<file path="config.mk">
export PLATFORM = sky130hd
export DESIGN_NAME = tcc_timer
export DESIGN_NICKNAME = d
export VERILOG_FILES = /design/src/logic/tcc_pkg.sv /design/src/logic/tcc_timer.sv /design/src/logic/tcc_sync.sv
export SDC_FILE = /design/constraint.sdc
export NUM_CORES = 1
export LEC_CHECK = 0
export BUFFER_PORTS_ARGS = -buffer_cell sky130_fd_sc_hd__buf_4
export CAP_MARGIN = 20
export CORE_MARGIN = 10
export CORE_UTILIZATION = 50
export DETAILED_ROUTE_END_ITERATION = 10
export PLACE_DENSITY = 0.73
export RECOVER_POWER = 100
export SYNTH_ARGS = -nofsm -noshare
export SYNTH_HDL_FRONTEND = slang
export SYNTH_SLANG_ARGS = --single-unit
</file>
<file path="constraint.sdc">
create_clock -name aclk -period 6.7 [get_ports aclk]
set_input_delay 2.01 -clock aclk [delete_from_list [all_inputs] [get_ports aclk]]
set_output_delay 2.01 -clock aclk [all_outputs]
set_load 0.03 [all_outputs]
</file>
<file path="src/logic/tcc_pkg.sv">
// Purpose: shared constants and types for the type C timer control block
// Assumes: AXI4-Lite register access, 32-bit data, aligned words
// Notes: register offsets are byte addresses
package tcc_pkg;
	localparam logic [7:0] TCC_OFS_CTRL = 8'h00;
	localparam logic [7:0] TCC_OFS_COUNT = 8'h04;
	localparam logic [7:0] TCC_OFS_PERIOD = 8'h08;
	localparam logic [7:0] TCC_OFS_STATUS = 8'h0C;
	localparam logic [7:0] TCC_OFS_IRQ_EN = 8'h10;
	localparam logic [7:0] TCC_OFS_IRQ_CLR = 8'h14;
	localparam logic [7:0] TCC_OFS_SYS = 8'h18;
	localparam int TCC_POS_RUN = 15;
	localparam int TCC_POS_IDLE_HALT = 13;
	localparam int TCC_POS_GATE = 6;
	localparam int TCC_POS_DIV_LO = 4;
	localparam int TCC_POS_SRC = 1;
	localparam logic [15:0] TCC_CTRL_WMASK = 16'hA072;
	localparam logic [15:0] TCC_CTRL_RESET = 16'h0000;
	localparam logic [15:0] TCC_PERIOD_RESET = 16'hFFFF;
	localparam int TCC_POS_SYS_IDLE = 0;
	localparam int TCC_POS_SYS_WIDE = 1;
	localparam int TCC_EV_MATCH = 0;
	localparam int TCC_EV_GATE_FALL = 1;
	localparam int TCC_NUM_EV = 2;
	localparam logic [1:0] TCC_RESP_OKAY = 2'b00;
	localparam logic [1:0] TCC_RESP_SLVERR = 2'b10;
	localparam logic [7:0] TCC_DIV_1 = 8'h00;
	localparam logic [7:0] TCC_DIV_8 = 8'h07;
	localparam logic [7:0] TCC_DIV_64 = 8'h3F;
	localparam logic [7:0] TCC_DIV_256 = 8'hFF;

	typedef struct packed {
		logic run;
		logic idle_halt;
		logic gate_accumulate;
		logic [1:0] input_divider_select;
		logic count_source_select;
	} tcc_ctrl_s;

	typedef struct packed {
		logic idle;
		logic pair_wide_mode;
	} tcc_sys_s;

	typedef enum logic [1:0] {
		TCC_MODE_TIMER = 2'b00,
		TCC_MODE_GATED = 2'b01,
		TCC_MODE_COUNTER = 2'b10
	} tcc_mode_e;
endpackage

</file>
<file path="src/logic/tcc_timer.sv">
// Purpose: 16-bit type C timer with its control word, behind an AXI4-Lite slave
// Assumes: one write and one read at most in flight; ext_count_input asynchronous
// Notes: internal instruction clock is aclk; idle and wide mode come from a system register
// Operation
// - run bit 15 starts and stops counting
// - idle-halt bit 13 stops counting in idle
// - gate bit 6 gates time, internal source only
// - divider codes give 1, 8, 64, 256
// - wide mode disables run, gate, divider, source
// - gated mode counts while high, interrupts on fall
// - external count input always synchronised
// - prescaler clears on control or count write, run clear, reset
//
// Local design decisions: the register offsets and register access over AXI4-Lite.
`timescale 1ns/1ps
module tcc_timer
	import tcc_pkg::*;
(
	// Clock and reset
	input wire logic aclk,
	input wire logic aresetn,
	// AXI4-Lite write address and data
	input wire logic [7:0] s_axi_awaddr,
	input wire logic s_axi_awvalid,
	output logic s_axi_awready,
	input wire logic [31:0] s_axi_wdata,
	input wire logic [3:0] s_axi_wstrb,
	input wire logic s_axi_wvalid,
	output logic s_axi_wready,
	// AXI4-Lite write response
	output logic [1:0] s_axi_bresp,
	output logic s_axi_bvalid,
	input wire logic s_axi_bready,
	// AXI4-Lite read
	input wire logic [7:0] s_axi_araddr,
	input wire logic s_axi_arvalid,
	output logic s_axi_arready,
	output logic [31:0] s_axi_rdata,
	output logic [1:0] s_axi_rresp,
	output logic s_axi_rvalid,
	input wire logic s_axi_rready,
	// External count or gate pin
	input wire logic ext_count_input,
	// Interrupt
	output logic irq
);
	import tcc_pkg::*;

	function automatic logic [7:0] div_limit(input logic [1:0] sel);
		logic [7:0] lim;
		lim = TCC_DIV_1;
		unique case (sel)
			2'b00: lim = TCC_DIV_1;
			2'b01: lim = TCC_DIV_8;
			2'b10: lim = TCC_DIV_64;
			2'b11: lim = TCC_DIV_256;
		endcase
		return lim;
	endfunction

	function automatic logic [15:0] merge16(input logic [15:0] old, input logic [31:0] d, input logic [3:0] be);
		logic [15:0] r;
		r = old;
		if (be[0]) begin
			r[7:0] = d[7:0];
		end
		if (be[1]) begin
			r[15:8] = d[15:8];
		end
		return r;
	endfunction

	tcc_ctrl_s ctrl, next_ctrl;
	tcc_sys_s sys, next_sys;
	logic [15:0] count, next_count;
	logic [15:0] period, next_period;
	logic [7:0] presc, next_presc;
	logic [TCC_NUM_EV-1:0] status, next_status;
	logic [TCC_NUM_EV-1:0] irq_en, next_irq_en;
	logic [TCC_NUM_EV-1:0] events;
	logic aw_held, next_aw_held;
	logic w_held, next_w_held;
	logic [7:0] aw_addr, next_aw_addr;
	logic [31:0] w_data, next_w_data;
	logic [3:0] w_strb, next_w_strb;
	logic bvalid, next_bvalid;
	logic [1:0] bresp, next_bresp;
	logic rvalid, next_rvalid;
	logic [1:0] rresp, next_rresp;
	logic [31:0] rdata, next_rdata;
	logic pin_level, pin_rise, pin_fall;
	logic do_write;
	logic [7:0] wa;
	logic [31:0] wd;
	logic [3:0] ws;
	logic active;
	logic tick_in;
	logic presc_out;
	logic ctrl_wr, count_wr;
	tcc_mode_e mode;

	// Pin passes two flops before any use
	tcc_sync u_sync (
		.aclk(aclk),
		.aresetn(aresetn),
		.async_in(ext_count_input),
		.level(pin_level),
		.rise(pin_rise),
		.fall(pin_fall)
	);

	// Write channel
	assign s_axi_awready = ~aw_held & ~bvalid;
	assign s_axi_wready = ~w_held & ~bvalid;
	assign wa = aw_held ? aw_addr : s_axi_awaddr;
	assign wd = w_held ? w_data : s_axi_wdata;
	assign ws = w_held ? w_strb : s_axi_wstrb;
	assign do_write = (aw_held | (s_axi_awvalid & s_axi_awready)) & (w_held | (s_axi_wvalid & s_axi_wready));
	assign ctrl_wr = do_write && wa == TCC_OFS_CTRL;
	assign count_wr = do_write && wa == TCC_OFS_COUNT;

	always_comb begin
		next_aw_held = aw_held;
		next_w_held = w_held;
		next_aw_addr = aw_addr;
		next_w_data = w_data;
		next_w_strb = w_strb;
		next_bvalid = bvalid;
		next_bresp = bresp;
		if (s_axi_awvalid && s_axi_awready) begin
			next_aw_held = 1'b1;
			next_aw_addr = s_axi_awaddr;
		end
		if (s_axi_wvalid && s_axi_wready) begin
			next_w_held = 1'b1;
			next_w_data = s_axi_wdata;
			next_w_strb = s_axi_wstrb;
		end
		if (do_write) begin
			next_aw_held = 1'b0;
			next_w_held = 1'b0;
			next_bvalid = 1'b1;
			unique case (wa)
				TCC_OFS_CTRL, TCC_OFS_COUNT, TCC_OFS_PERIOD, TCC_OFS_IRQ_EN, TCC_OFS_IRQ_CLR,
				TCC_OFS_SYS: next_bresp = TCC_RESP_OKAY;
				TCC_OFS_STATUS: next_bresp = TCC_RESP_OKAY;
				default: next_bresp = TCC_RESP_SLVERR;
			endcase
		end else if (bvalid && s_axi_bready) begin
			next_bvalid = 1'b0;
		end
	end

	// Register updates and counting
	always_comb begin
		logic [15:0] cw;
		cw = TCC_CTRL_RESET;
		next_ctrl = ctrl;
		next_sys = sys;
		next_period = period;
		next_irq_en = irq_en;
		if (ctrl_wr) begin
			cw = merge16({ctrl.run, 1'b0, ctrl.idle_halt, 6'h00, ctrl.gate_accumulate,
				ctrl.input_divider_select, 2'b00, ctrl.count_source_select, 1'b0}, wd, ws) & TCC_CTRL_WMASK;
			next_ctrl.run = cw[TCC_POS_RUN];
			next_ctrl.idle_halt = cw[TCC_POS_IDLE_HALT];
			next_ctrl.gate_accumulate = cw[TCC_POS_GATE];
			next_ctrl.input_divider_select = cw[TCC_POS_DIV_LO +: 2];
			next_ctrl.count_source_select = cw[TCC_POS_SRC];
		end
		if (do_write && wa == TCC_OFS_PERIOD) begin
			next_period = merge16(period, wd, ws);
		end
		if (do_write && wa == TCC_OFS_IRQ_EN && ws[0]) begin
			next_irq_en = wd[TCC_NUM_EV-1:0];
		end
		if (do_write && wa == TCC_OFS_SYS && ws[0]) begin
			next_sys.idle = wd[TCC_POS_SYS_IDLE];
			next_sys.pair_wide_mode = wd[TCC_POS_SYS_WIDE];
		end
	end

	always_comb begin
		if (ctrl.count_source_select) begin
			mode = TCC_MODE_COUNTER;
		end else if (ctrl.gate_accumulate) begin
			mode = TCC_MODE_GATED;
		end else begin
			mode = TCC_MODE_TIMER;
		end
	end

	// Wide mode stops this half; no control bit, idle-halt included, is still honoured
	assign active = ctrl.run & ~sys.pair_wide_mode & ~(sys.idle & ctrl.idle_halt);

	always_comb begin
		unique case (mode)
			TCC_MODE_TIMER: tick_in = 1'b1;
			TCC_MODE_GATED: tick_in = pin_level;
			TCC_MODE_COUNTER: tick_in = pin_rise;
			default: tick_in = 1'b0;
		endcase
	end

	assign presc_out = active && tick_in && presc == div_limit(ctrl.input_divider_select);

	always_comb begin
		next_presc = presc;
		next_count = count;
		events = '0;
		if (active && tick_in) begin
			next_presc = presc_out ? 8'h00 : presc + 8'h01;
		end
		if (presc_out) begin
			if (count == period) begin
				next_count = 16'h0000;
				events[TCC_EV_MATCH] = 1'b1;
			end else begin
				next_count = count + 16'h0001;
			end
		end
		if (active && mode == TCC_MODE_GATED && pin_fall) begin
			events[TCC_EV_GATE_FALL] = 1'b1;
		end
		if (ctrl_wr || count_wr || (ctrl.run && !next_ctrl.run)) begin
			next_presc = 8'h00;
		end
		if (count_wr) begin
			next_count = merge16(count, wd, ws);
		end
		// Set wins over a clear in the same cycle
		next_status = status;
		if (do_write && wa == TCC_OFS_IRQ_CLR && ws[0]) begin
			next_status = status & ~wd[TCC_NUM_EV-1:0];
		end
		next_status = next_status | events;
	end

	assign irq = |(status & irq_en);

	// Read channel
	assign s_axi_arready = ~rvalid;

	always_comb begin
		next_rvalid = rvalid;
		next_rdata = rdata;
		next_rresp = rresp;
		if (s_axi_arvalid && s_axi_arready) begin
			next_rvalid = 1'b1;
			next_rresp = TCC_RESP_OKAY;
			next_rdata = 32'h0000_0000;
			unique case (s_axi_araddr)
				TCC_OFS_CTRL: next_rdata = {16'h0000, ctrl.run, 1'b0, ctrl.idle_halt, 6'h00,
					ctrl.gate_accumulate, ctrl.input_divider_select, 2'b00, ctrl.count_source_select, 1'b0};
				TCC_OFS_COUNT: next_rdata = {16'h0000, count};
				TCC_OFS_PERIOD: next_rdata = {16'h0000, period};
				TCC_OFS_STATUS: next_rdata = {30'h0000_0000, status};
				TCC_OFS_IRQ_EN: next_rdata = {30'h0000_0000, irq_en};
				TCC_OFS_IRQ_CLR: next_rdata = 32'h0000_0000;
				TCC_OFS_SYS: next_rdata = {30'h0000_0000, sys.pair_wide_mode, sys.idle};
				default: next_rresp = TCC_RESP_SLVERR;
			endcase
		end else if (rvalid && s_axi_rready) begin
			next_rvalid = 1'b0;
		end
	end

	assign s_axi_bvalid = bvalid;
	assign s_axi_bresp = bresp;
	assign s_axi_rvalid = rvalid;
	assign s_axi_rresp = rresp;
	assign s_axi_rdata = rdata;

	always_ff @(posedge aclk) begin
		if (!aresetn) begin
			ctrl <= '0;
			sys <= '0;
			count <= 16'h0000;
			period <= TCC_PERIOD_RESET;
			presc <= 8'h00;
			status <= '0;
			irq_en <= '0;
			aw_held <= 1'b0;
			w_held <= 1'b0;
			aw_addr <= 8'h00;
			w_data <= 32'h0000_0000;
			w_strb <= 4'h0;
			bvalid <= 1'b0;
			bresp <= TCC_RESP_OKAY;
			rvalid <= 1'b0;
			rresp <= TCC_RESP_OKAY;
			rdata <= 32'h0000_0000;
		end else begin
			ctrl <= next_ctrl;
			sys <= next_sys;
			count <= next_count;
			period <= next_period;
			presc <= next_presc;
			status <= next_status;
			irq_en <= next_irq_en;
			aw_held <= next_aw_held;
			w_held <= next_w_held;
			aw_addr <= next_aw_addr;
			w_data <= next_w_data;
			w_strb <= next_w_strb;
			bvalid <= next_bvalid;
			bresp <= next_bresp;
			rvalid <= next_rvalid;
			rresp <= next_rresp;
			rdata <= next_rdata;
		end
	end
endmodule

</file>
<file path="src/logic/tcc_sync.sv">
// Purpose: two-stage synchroniser with edge pulses on the stable stage
// Assumes: input is asynchronous to aclk
// Notes: first stage feeds only the second stage
`timescale 1ns/1ps
module tcc_sync (
	// Clock and reset
	input wire logic aclk,
	input wire logic aresetn,
	// Pin side
	input wire logic async_in,
	// Synchronised side
	output logic level,
	output logic rise,
	output logic fall
);
	logic meta;
	logic stable;
	logic last;
	logic next_meta;
	logic next_stable;
	logic next_last;

	always_comb begin
		next_meta = async_in;
		next_stable = meta;
		next_last = stable;
	end

	always_ff @(posedge aclk) begin
		if (!aresetn) begin
			meta <= 1'b0;
			stable <= 1'b0;
			last <= 1'b0;
		end else begin
			meta <= next_meta;
			stable <= next_stable;
			last <= next_last;
		end
	end

	assign level = stable;
	assign rise = stable & ~last;
	assign fall = ~stable & last;
endmodule

</file>
==> results.yml, run 1 <==
logic_synthesis:
  ys.flop_type: "dfxtp_1"
  synthArstFlopShare: 0
  synth_edf_count: 0
  avgSynthCellArea_sq_um: 8.49
  synthCells: 640
  syn_area_sq_um: 5440
  yosysWarnings: 0
  synth-seq-area-share: 0.379
  synth.lib_cells_used.distinct: 62
  ys_seq_elements: 103
pwr:
  leakagePower_uw: 0.00225
  p_sw_uw: 344
  power_density_nw_per_um2: 212
  sw_frac_of_total: 0.275
  clockPowerShare: 0.350
  pwr-share-seq: 0.517
  cellInternalPower_uw: 909
  combPwrFrac: 0.133
  peakVddDrop_mv: 0.0936
timing:
  finalSetupTns_ns: 0
  tightest_slew_ns: 2.17
  hold_violations: 0
  fin_crit_ns: 4.69
  skew_ns: 0.0177
  fin_crit_sh: 0.700
  final_max_slew_viol_count: 45
  rsz0062_at_grt: "no"
  worst_slack_ns: 2.01
  max-slew-margin-rel: -0.448
  setup_viol: 0
  fmax_ghz: 0.213
critical_path:
  end_kind: "flip-flop"
  cp_max_fo: 47
  critPathBufInv: 3
  r2r_end: "count[5]"
  crit_path_cell_trace: "clkbuf_1, inv_1, buf_4, a211oi_1"
  cp.required_ns: 6.99
  cp_top_family: "buffers and inverters"
  reg2reg_from: "w_held"
  cp_slowest_cell: "clkbuf_1"
  slowest_delay_ns: 1.51
  cp.arrival_ns: 4.98
  start_kind: "primary input"
  crit_type: "primary input to flip-flop"
  r2r_cells: 6
  r2r_slack_ns: 3.38
  crit_start: "aresetn"
floorplan:
  die_x_um: 124
  die_area_sq_um: 15400
  start_util: 0.506
  core.rowCount: 38
  fp.coreArea_sq_um: 10700
  die_y_um: 124
  io_pins: 102
cells_and_area:
  fillCellCount: 1055
  layout.nets: 735
  drive_gt1_frac: 0.126
  most-common-layout-cells: "dfxtp_1 (103), nand2_1 (97), nor2_1 (57)"
  area_growth_pct: 8.72
  insertedDiodeCount: 0
  layout_commonest_cell: "dfxtp_1"
  design_area_sq_um: 5910
cts:
  cts_tree: "yes"
  cts_max_level: 3
  clkTransAtPathRegs_ns: 0.10
  cts-root-buf: "clkbuf_8"
  cts_buffers: 9
  cts_setup_buffers: 0
  cts_sinks: 103
  clock_latency_ns: 0.38
  cts_buffer_depth: 2
  cts_hold_buf: 0
  cts_resized: 0
grt:
  grt_pass1_wl_um: 22800
  grt_max_degree: 48
  grt-ovfl-total: 0
  grt_pass1_vias: 4493
  antenna_found_initial: 0
  gr-usage-all-layers: 0.172
hold_path:
  min-delay-start: "u_sync.meta"
  hold_path.class: "flip-flop to flip-flop"
  whs_path_depth: 1
  worst_hold_path.endpoint: "u_sync.level"
route:
  dr.pass1.iters: 4
  vias: 4648
  drt_iter0_markers: 519
  routedWlPerCell_um: 16.8
  ant_nets: 0
  drt_wl_total_um: 13700
  via_per_inst: 5.69
  route.detailed.drc: 0
run_status:
  outcome: "complete, but fails checks"
  violations: "capacitance limit, slew limit"
placement:
  finalWeightedCongestion: 0.901
  place_hpwl_um: 10100
  port_buffers: 65
  place_ws_ns: 2.32
  dpl-instance-area_sq_um: 5830
flow_run:
  cap_viol_max_count: 1
[routing by layer]
metal | up-vias | part of all wire | track usage
li1 | 2304 | - | -
met1 | 2199 | 0.48 | 0.233
met2 | 128 | 0.45 | 0.267
met3 | 17 | 0.055 | 0.0298
met4 | 0 | 0.013 | 0.0603
met5 | - | 0 | 0
[how the worst max path moves through the flow]
stage,endpoint,depth (start not counted)
floorplan,period[1],9
global placement,count[5],7
detailed placement,count[15],7
CTS,count[15],7
global route,count[1],4
finish,count[1],4
[synthesized netlist by cell type (6+ instances only)]
master,count,area (sq um)
a22o_1,10,87.6
xor2_1,24,210
nor4_1,7,43.8
nand2_1,97,364
nor2b_1,7,43.8
mux2_2,12,135
inv_1,8,30.0
a21oi_1,44,220
o21ai_0,12,60.1
dfxtp_1,103,2060
o32ai_1,7,61.3
nand4_1,8,50.1
and2_1,10,62.6
o211ai_2,11,138
clkbuf_1,28,105
mux2i_1,38,380
nand2b_1,6,37.5
buf_2,6,30.0
nor3_1,14,70.1
nor2_1,57,214
nand3_1,28,140
a211oi_1,8,60.1
a32o_1,9,90.1
buf_4,18,135
and3_1,8,50.1
[stage by stage]
step / std cells / hold WS, ns / util / power [uW]
global route: 817 / 0.451 / 0.550 / 1300
global placement: 802 / 0.420 / 0.543 / 830
detailed placement: 802 / 0.420 / 0.543 / 834
CTS: 817 / 0.445 / 0.563 / 1260
floorplan: 657 / 0.412 / - / 788
finish: 817 / 0.444 / 0.550 / 1250
[state kept, by name, indices dropped and copies added, names as in the netlist, 2 cells and up]
| signal | flops |
|---|---|
| s_axi_rdata | 16 |
| period | 16 |
| irq_en | 2 |
| sys | 2 |
| count | 16 |
| presc | 8 |
| ctrl | 6 |
| w_strb | 2 |
| status | 2 |
| aw_addr | 8 |
| w_data | 16 |
[power groups by stage]
stage	logic, uW	registers [uW]	clock network (uW)
4_1_cts	172	648	441
2_1_floorplan	130	658	0
5_1_grt	182	651	466
3_3_place_gp	168	661	0
3_5_place_dp	171	663	0
6_report	166	648	439
[cells by family after synthesis]
logic type	Yosys count	share of synthesized area
and+or+nand+nor	258	0.226
muxes	52	0.103
buffers and inverters	69	0.0684
other	1	0.000690
AOI/OAI and AO/OA	131	0.179
xor gates and xnor gates	24	0.0387
adders and majority gates	2	0.00460
DFF	103	0.379
[layout make-up]
class	count	area (sq um)	area share
clock buffers	10	138	0.0233
clock inverters	5	82.6	0.0140
inverters	8	30.0	0.00508
multi-input cells	485	3020	0.511
flip-flops and latches	103	2060	0.349
well taps	140	175	0.0296
repair buffers	66	402	0.0680
Power figures use the tool's default switching activity.
==> inputs of run 2 (changes only) <==
- clock period: 6.7 -> 4.9 ns (I/O delays scaled with it)
==> results.yml, run 2 (synthesized netlist as in run 1, its figures left out) <==
critical_path:
  end_kind: "flip-flop"
  crit_path_cell_trace: "clkbuf_4, nor4_1, o22ai_1, or3_1, nand2_1, o21ai_0, a32o_1"
  cp.required_ns: 5.17
  slowest_delay_ns: 0.62
  cp_slowest_cell: "or3_1"
  crit_start: "s_axi_awaddr[6]"
  reg2reg_from: "aw_held"
  cp.arrival_ns: 3.79
  start_kind: "primary input"
  cp_top_family: "simple AND/OR/NAND/NOR gates"
  cp_max_fo: 20
  crit_type: "primary input to flip-flop"
  critPathBufInv: 1
timing:
  skew_ns: 0.0122
  fmax_ghz: 0.284
  rsz0062_at_grt: "no"
  fin_crit_sh: 0.718
  setup_viol: 0
  hold_violations: 0
  tightest_slew_ns: 1.35
  final_max_slew_viol_count: 0
  fin_crit_ns: 3.52
  finalSetupTns_ns: 0
  max-slew-margin-rel: 0.0997
  whs_ns: 0.452
placement:
  place_hpwl_um: 10100
  finalWeightedCongestion: 0.902
  port_buffers: 65
  dpl-instance-area_sq_um: 5880
cts:
  cts_buffers: 9
  clock_latency_ns: 0.37
  cts_hold_buf: 0
  cts_sinks: 103
  cts_setup_buffers: 0
  cts_resized: 0
  cts_max_level: 3
  cts_buffer_depth: 2
  cts_tree: "yes"
  cts-root-buf: "clkbuf_8"
  clkTransAtPathRegs_ns: 0.10
cells_and_area:
  fin_util: 0.546
  design_area_sq_um: 5870
  insertedDiodeCount: 0
  layout_commonest_cell: "dfxtp_1"
  fillCellCount: 1074
  layout.nets: 739
  area_growth_pct: 7.89
  drive_gt1_frac: 0.116
  most-common-layout-cells: "dfxtp_1 (103), nand2_1 (97), nor2_1 (57)"
route:
  dr.pass1.iters: 7
  drt_iter0_markers: 493
  route.detailed.drc: 0
  via_per_inst: 5.70
  drt_wl_total_um: 13500
  routedWlPerCell_um: 16.5
  ant_nets: 0
  vias: 4676
run_status:
  outcome: "finished, final reports clean"
pwr:
  peakVddDrop_mv: 0.181
  leakagePower_uw: 0.00222
  total_power_uw: 1630
  power_density_nw_per_um2: 277
floorplan:
  io_pins: 102
  core.rowCount: 38
  die_area_sq_um: 15400
  start_util: 0.506
  fp.coreArea_sq_um: 10700
  die_y_um: 124
  die_x_um: 124
hold_path:
  hold_path.class: "flip-flop to flip-flop"
  min-delay-start: "u_sync.meta"
grt:
  grt_pass1_wl_um: 22800
  grt-ovfl-total: 0
  antenna_found_initial: 0
  grt_max_degree: 45
  grt_pass1_vias: 4416
  gr-usage-all-layers: 0.173
flow_run:
  cap_viol_max_count: 0
-- run 2: cell types whose count changed in the layout (fill, tap and decap cells not counted), sizes merged --
cell / delta
buf: -2
bufinv: -2
clkinv: -3
clkinvlp: +2
clkbuf: +9
-- run 2: final timing paths --
| path | end | slack (ns) | cells after the start |
|---|---|---|---|
| worst max-delay path | count[5] | 1.38 | 7 |
| worst min-delay path | u_sync.level | 0.45 | 1 |
| worst max register to register | count[5] | 1.91 | 6 |
| worst min register to register | u_sync.level | 0.45 | 1 |
-- run 2: power by group --
group / internal, uW / total (uW) / leakage (uW) / switching [uW]
sequential: 860 / 879 / 0.000836 / 19.0
clock: 224 / 513 / 0.0000878 / 288
combinational: 83.7 / 234 / 0.00129 / 150
total: 1170 / 1630 / 0.00222 / 458
-- run 2: through the flow --
stage	instances	worst slack, ns
floorplan	657	1.63
global placement	805	1.13
detailed placement	806	1.09
CTS	821	1.48
global route	821	1.19
finish	821	1.38
-- run 2: routing by layer --
metal  track usage  vias to the layer above  routed length [um]
met5             0                        -                   0
met4        0.0493                        0                 165
met3        0.0349                       14                 739
met2         0.269                      133                6250
met1         0.235                     2217                6380
li1              -                     2312                   -
-- run 2: layout make-up --
class / instances / area, sq um / area share
clock buffer: 13 / 169 / 0.0288
clock inverter: 2 / 15.0 / 0.00256
inverter: 8 / 30.0 / 0.00512
multi-input combinational: 485 / 3000 / 0.512
sequential: 103 / 2060 / 0.352
tap: 140 / 175 / 0.0299
timing repair buffer: 70 / 413 / 0.0704
-- run 2: worst register-to-register path, stage by stage, from the launching register on --
cell and delay [ns]:
dfxtp_1 0.72, nor4b_4 0.30, o22ai_1 0.18, or3_1 0.62, nand2_1 0.61, o21ai_0 0.20, a32o_1 0.28
==> inputs of run 3 (changes only) <==
- ABC_AREA: unset -> 1
- clock period: 4.9 -> 3.6 ns (I/O delays scaled with it)
==> results.yml, run 3 <==
logic_synthesis:
  yosysMostFrequentCell: "nand2_1"
  synthArstFlopShare: 0
  yosys-top-cells-count: "nand2_1 (254), nor2_1 (124), dfxtp_1 (103), inv_1 (103), o21ai_0 (76)"
  synth_edf_count: 0
  yosysWarnings: 0
  ys.flop_type: "dfxtp_1"
  avgSynthCellArea_sq_um: 6.34
  synth_area_leader_cell: "dfxtp_1"
  ys_seq_elements: 103
  synth_area_leaders: "dfxtp_1 (36%), nand2_1 (16%), nor2_1 (8.0%), inv_1 (6.7%), o21ai_0 (6.6%)"
  synth.lib_cells_used.distinct: 43
  synth-seq-area-share: 0.356
  synthCells: 913
  netlist.area_leader.share: 0.356
  syn_area_sq_um: 5790
floorplan:
  die_x_um: 128
  start_util: 0.509
  io_pins: 102
  die_y_um: 128
  fp.coreArea_sq_um: 11400
  core.rowCount: 39
  die_area_sq_um: 16300
route:
  via_per_inst: 5.08
  drt_wl_total_um: 14800
  vias: 5656
  ant_nets: 0
  drt_iter0_markers: 348
  route.detailed.drc: 0
  routedWlPerCell_um: 13.3
  dr.pass1.iters: 5
critical_path:
  slowest_delay_ns: 0.46
  start_kind: "primary input"
  crit_path_cell_trace: "clkbuf_4, nand2_1, nand2_1, nand2_1, nor2_1, nand2_1, nand2_8, nand2_2, nand2_1, nor2_1, nor2_1"
  crit_type: "primary input to flip-flop"
  critical_path_depth: 11
  cp.required_ns: 3.89
  cp_max_fo: 28
  end_kind: "flip-flop"
  cp_top_family: "simple AND/OR/NAND/NOR gates"
  cp_slowest_cell: "nand2_1"
  critPathBufInv: 1
  r2r_cells: 11
  cp.arrival_ns: 3.22
  crit_path_frequent_cell: "nand2_1"
placement:
  place_hpwl_um: 10900
  dpl-instance-area_sq_um: 6290
  place_ws_ns: 0.705
  port_buffers: 65
  finalWeightedCongestion: 0.912
grt:
  grt_pass1_vias: 5270
  antenna_found_initial: 0
  grt-ovfl-total: 0
  grt_max_degree: 41
  gr-usage-all-layers: 0.181
  grt_pass1_wl_um: 25000
timing:
  max-slew-margin-rel: -0.0150
  hold_violations: 0
  finalSetupTns_ns: 0
  final_max_slew_viol_count: 41
  worst_slack_ns: 0.671
  tightest_slew_ns: 1.52
  whs_ns: 0.432
  setup_viol: 0
  fmax_ghz: 0.341
  skew_ns: 0.00927
  fin_crit_sh: 0.813
  rsz0062_at_grt: "no"
  fin_crit_ns: 2.93
cells_and_area:
  layout.nets: 1029
  design_area_sq_um: 6410
  layout_commonest_cell: "nand2_1"
  insertedDiodeCount: 0
  drive_gt1_frac: 0.0876
  most-common-layout-cells: "nand2_1 (256), nor2_1 (125), inv_1 (104)"
  area_growth_pct: 10.7
hold_path:
  whs_path_depth: 2
  hold_path.class: "flip-flop to flip-flop"
cts:
  cts_resized: 0
  cts_buffers: 9
  clkTransAtPathRegs_ns: 0.06
  cts_hold_buf: 0
  cts_buffer_depth: 2
  clock_latency_ns: 0.35
  cts_sinks: 103
  cts-root-buf: "clkbuf_16"
  cts_tree: "yes"
  cts_setup_buffers: 0
  cts_max_level: 3
pwr:
  power_density_nw_per_um2: 378
  leakagePower_uw: 0.00301
  total_power_uw: 2420
  peakVddDrop_mv: 0.205
flow_run:
  cap_viol_max_count: 1
run_status:
  outcome: "complete, but fails checks"
  violations: "capacitance limit, slew limit"
-- run 3: final timing paths --
path / start / end / slack [ns]
min: u_sync.meta / u_sync.level / 0.43
max reg2reg: aw_held / count[10] / 0.77
min reg2reg: u_sync.meta / u_sync.level / 0.43
max: s_axi_awvalid / count[10] / 0.67
-- run 3: cells by family after synthesis --
kind of cell	Yosys count	share of synthesized area
adder cells (fa/ha/maj)	2	0.00432
other	1	0.000648
multiplexers	1	0.00173
buffers and inverters	153	0.119
AND/OR/NAND/NOR	481	0.353
XOR/XNOR	6	0.00908
AO/OA/AOI/OAI	166	0.156
flip-flops	103	0.356
-- run 3: where the power goes --
group | leakage (uW) | switching (uW) | internal, uW
Sequential | 0.000838 | 28.0 | 1180
Combinational | 0.00205 | 237 | 102
Clock | 0.000122 | 412 | 460
Total | 0.00301 | 677 | 1750
-- run 3: layer usage --
metal / global-route usage / up-vias / routed length (um)
li1: - / 2981 / -
met1: 0.248 / 2508 / 7300
met2: 0.280 / 156 / 6290
met3: 0.0393 / 11 / 1030
met4: 0.0536 / 0 / 172
met5: 0 / - / 0
-- run 3: layout make-up --
class | count | area [sq um]
fillers | 1214 | 4960
multi-input cells | 674 | 3070
flip-flops and latches | 103 | 2060
repair buffers | 72 | 442
inverters | 107 | 404
clock buffers | 12 | 236
well taps | 143 | 179
clock inverters | 2 | 10.0
-- run 3: worst register-to-register path, delay by kind of cell (launching register included) --
family | cells | cell delay (ns)
AND/OR/NAND/NOR | 11 | 2.32
flip-flops | 1 | 0.45
-- run 3: metrics by stage --
stage | cells | utilization
detailed placement | 1099 | 0.553
floorplan | 930 | -
global placement | 1099 | 0.553
global route | 1113 | 0.564
CTS | 1113 | 0.575
finish | 1113 | 0.564
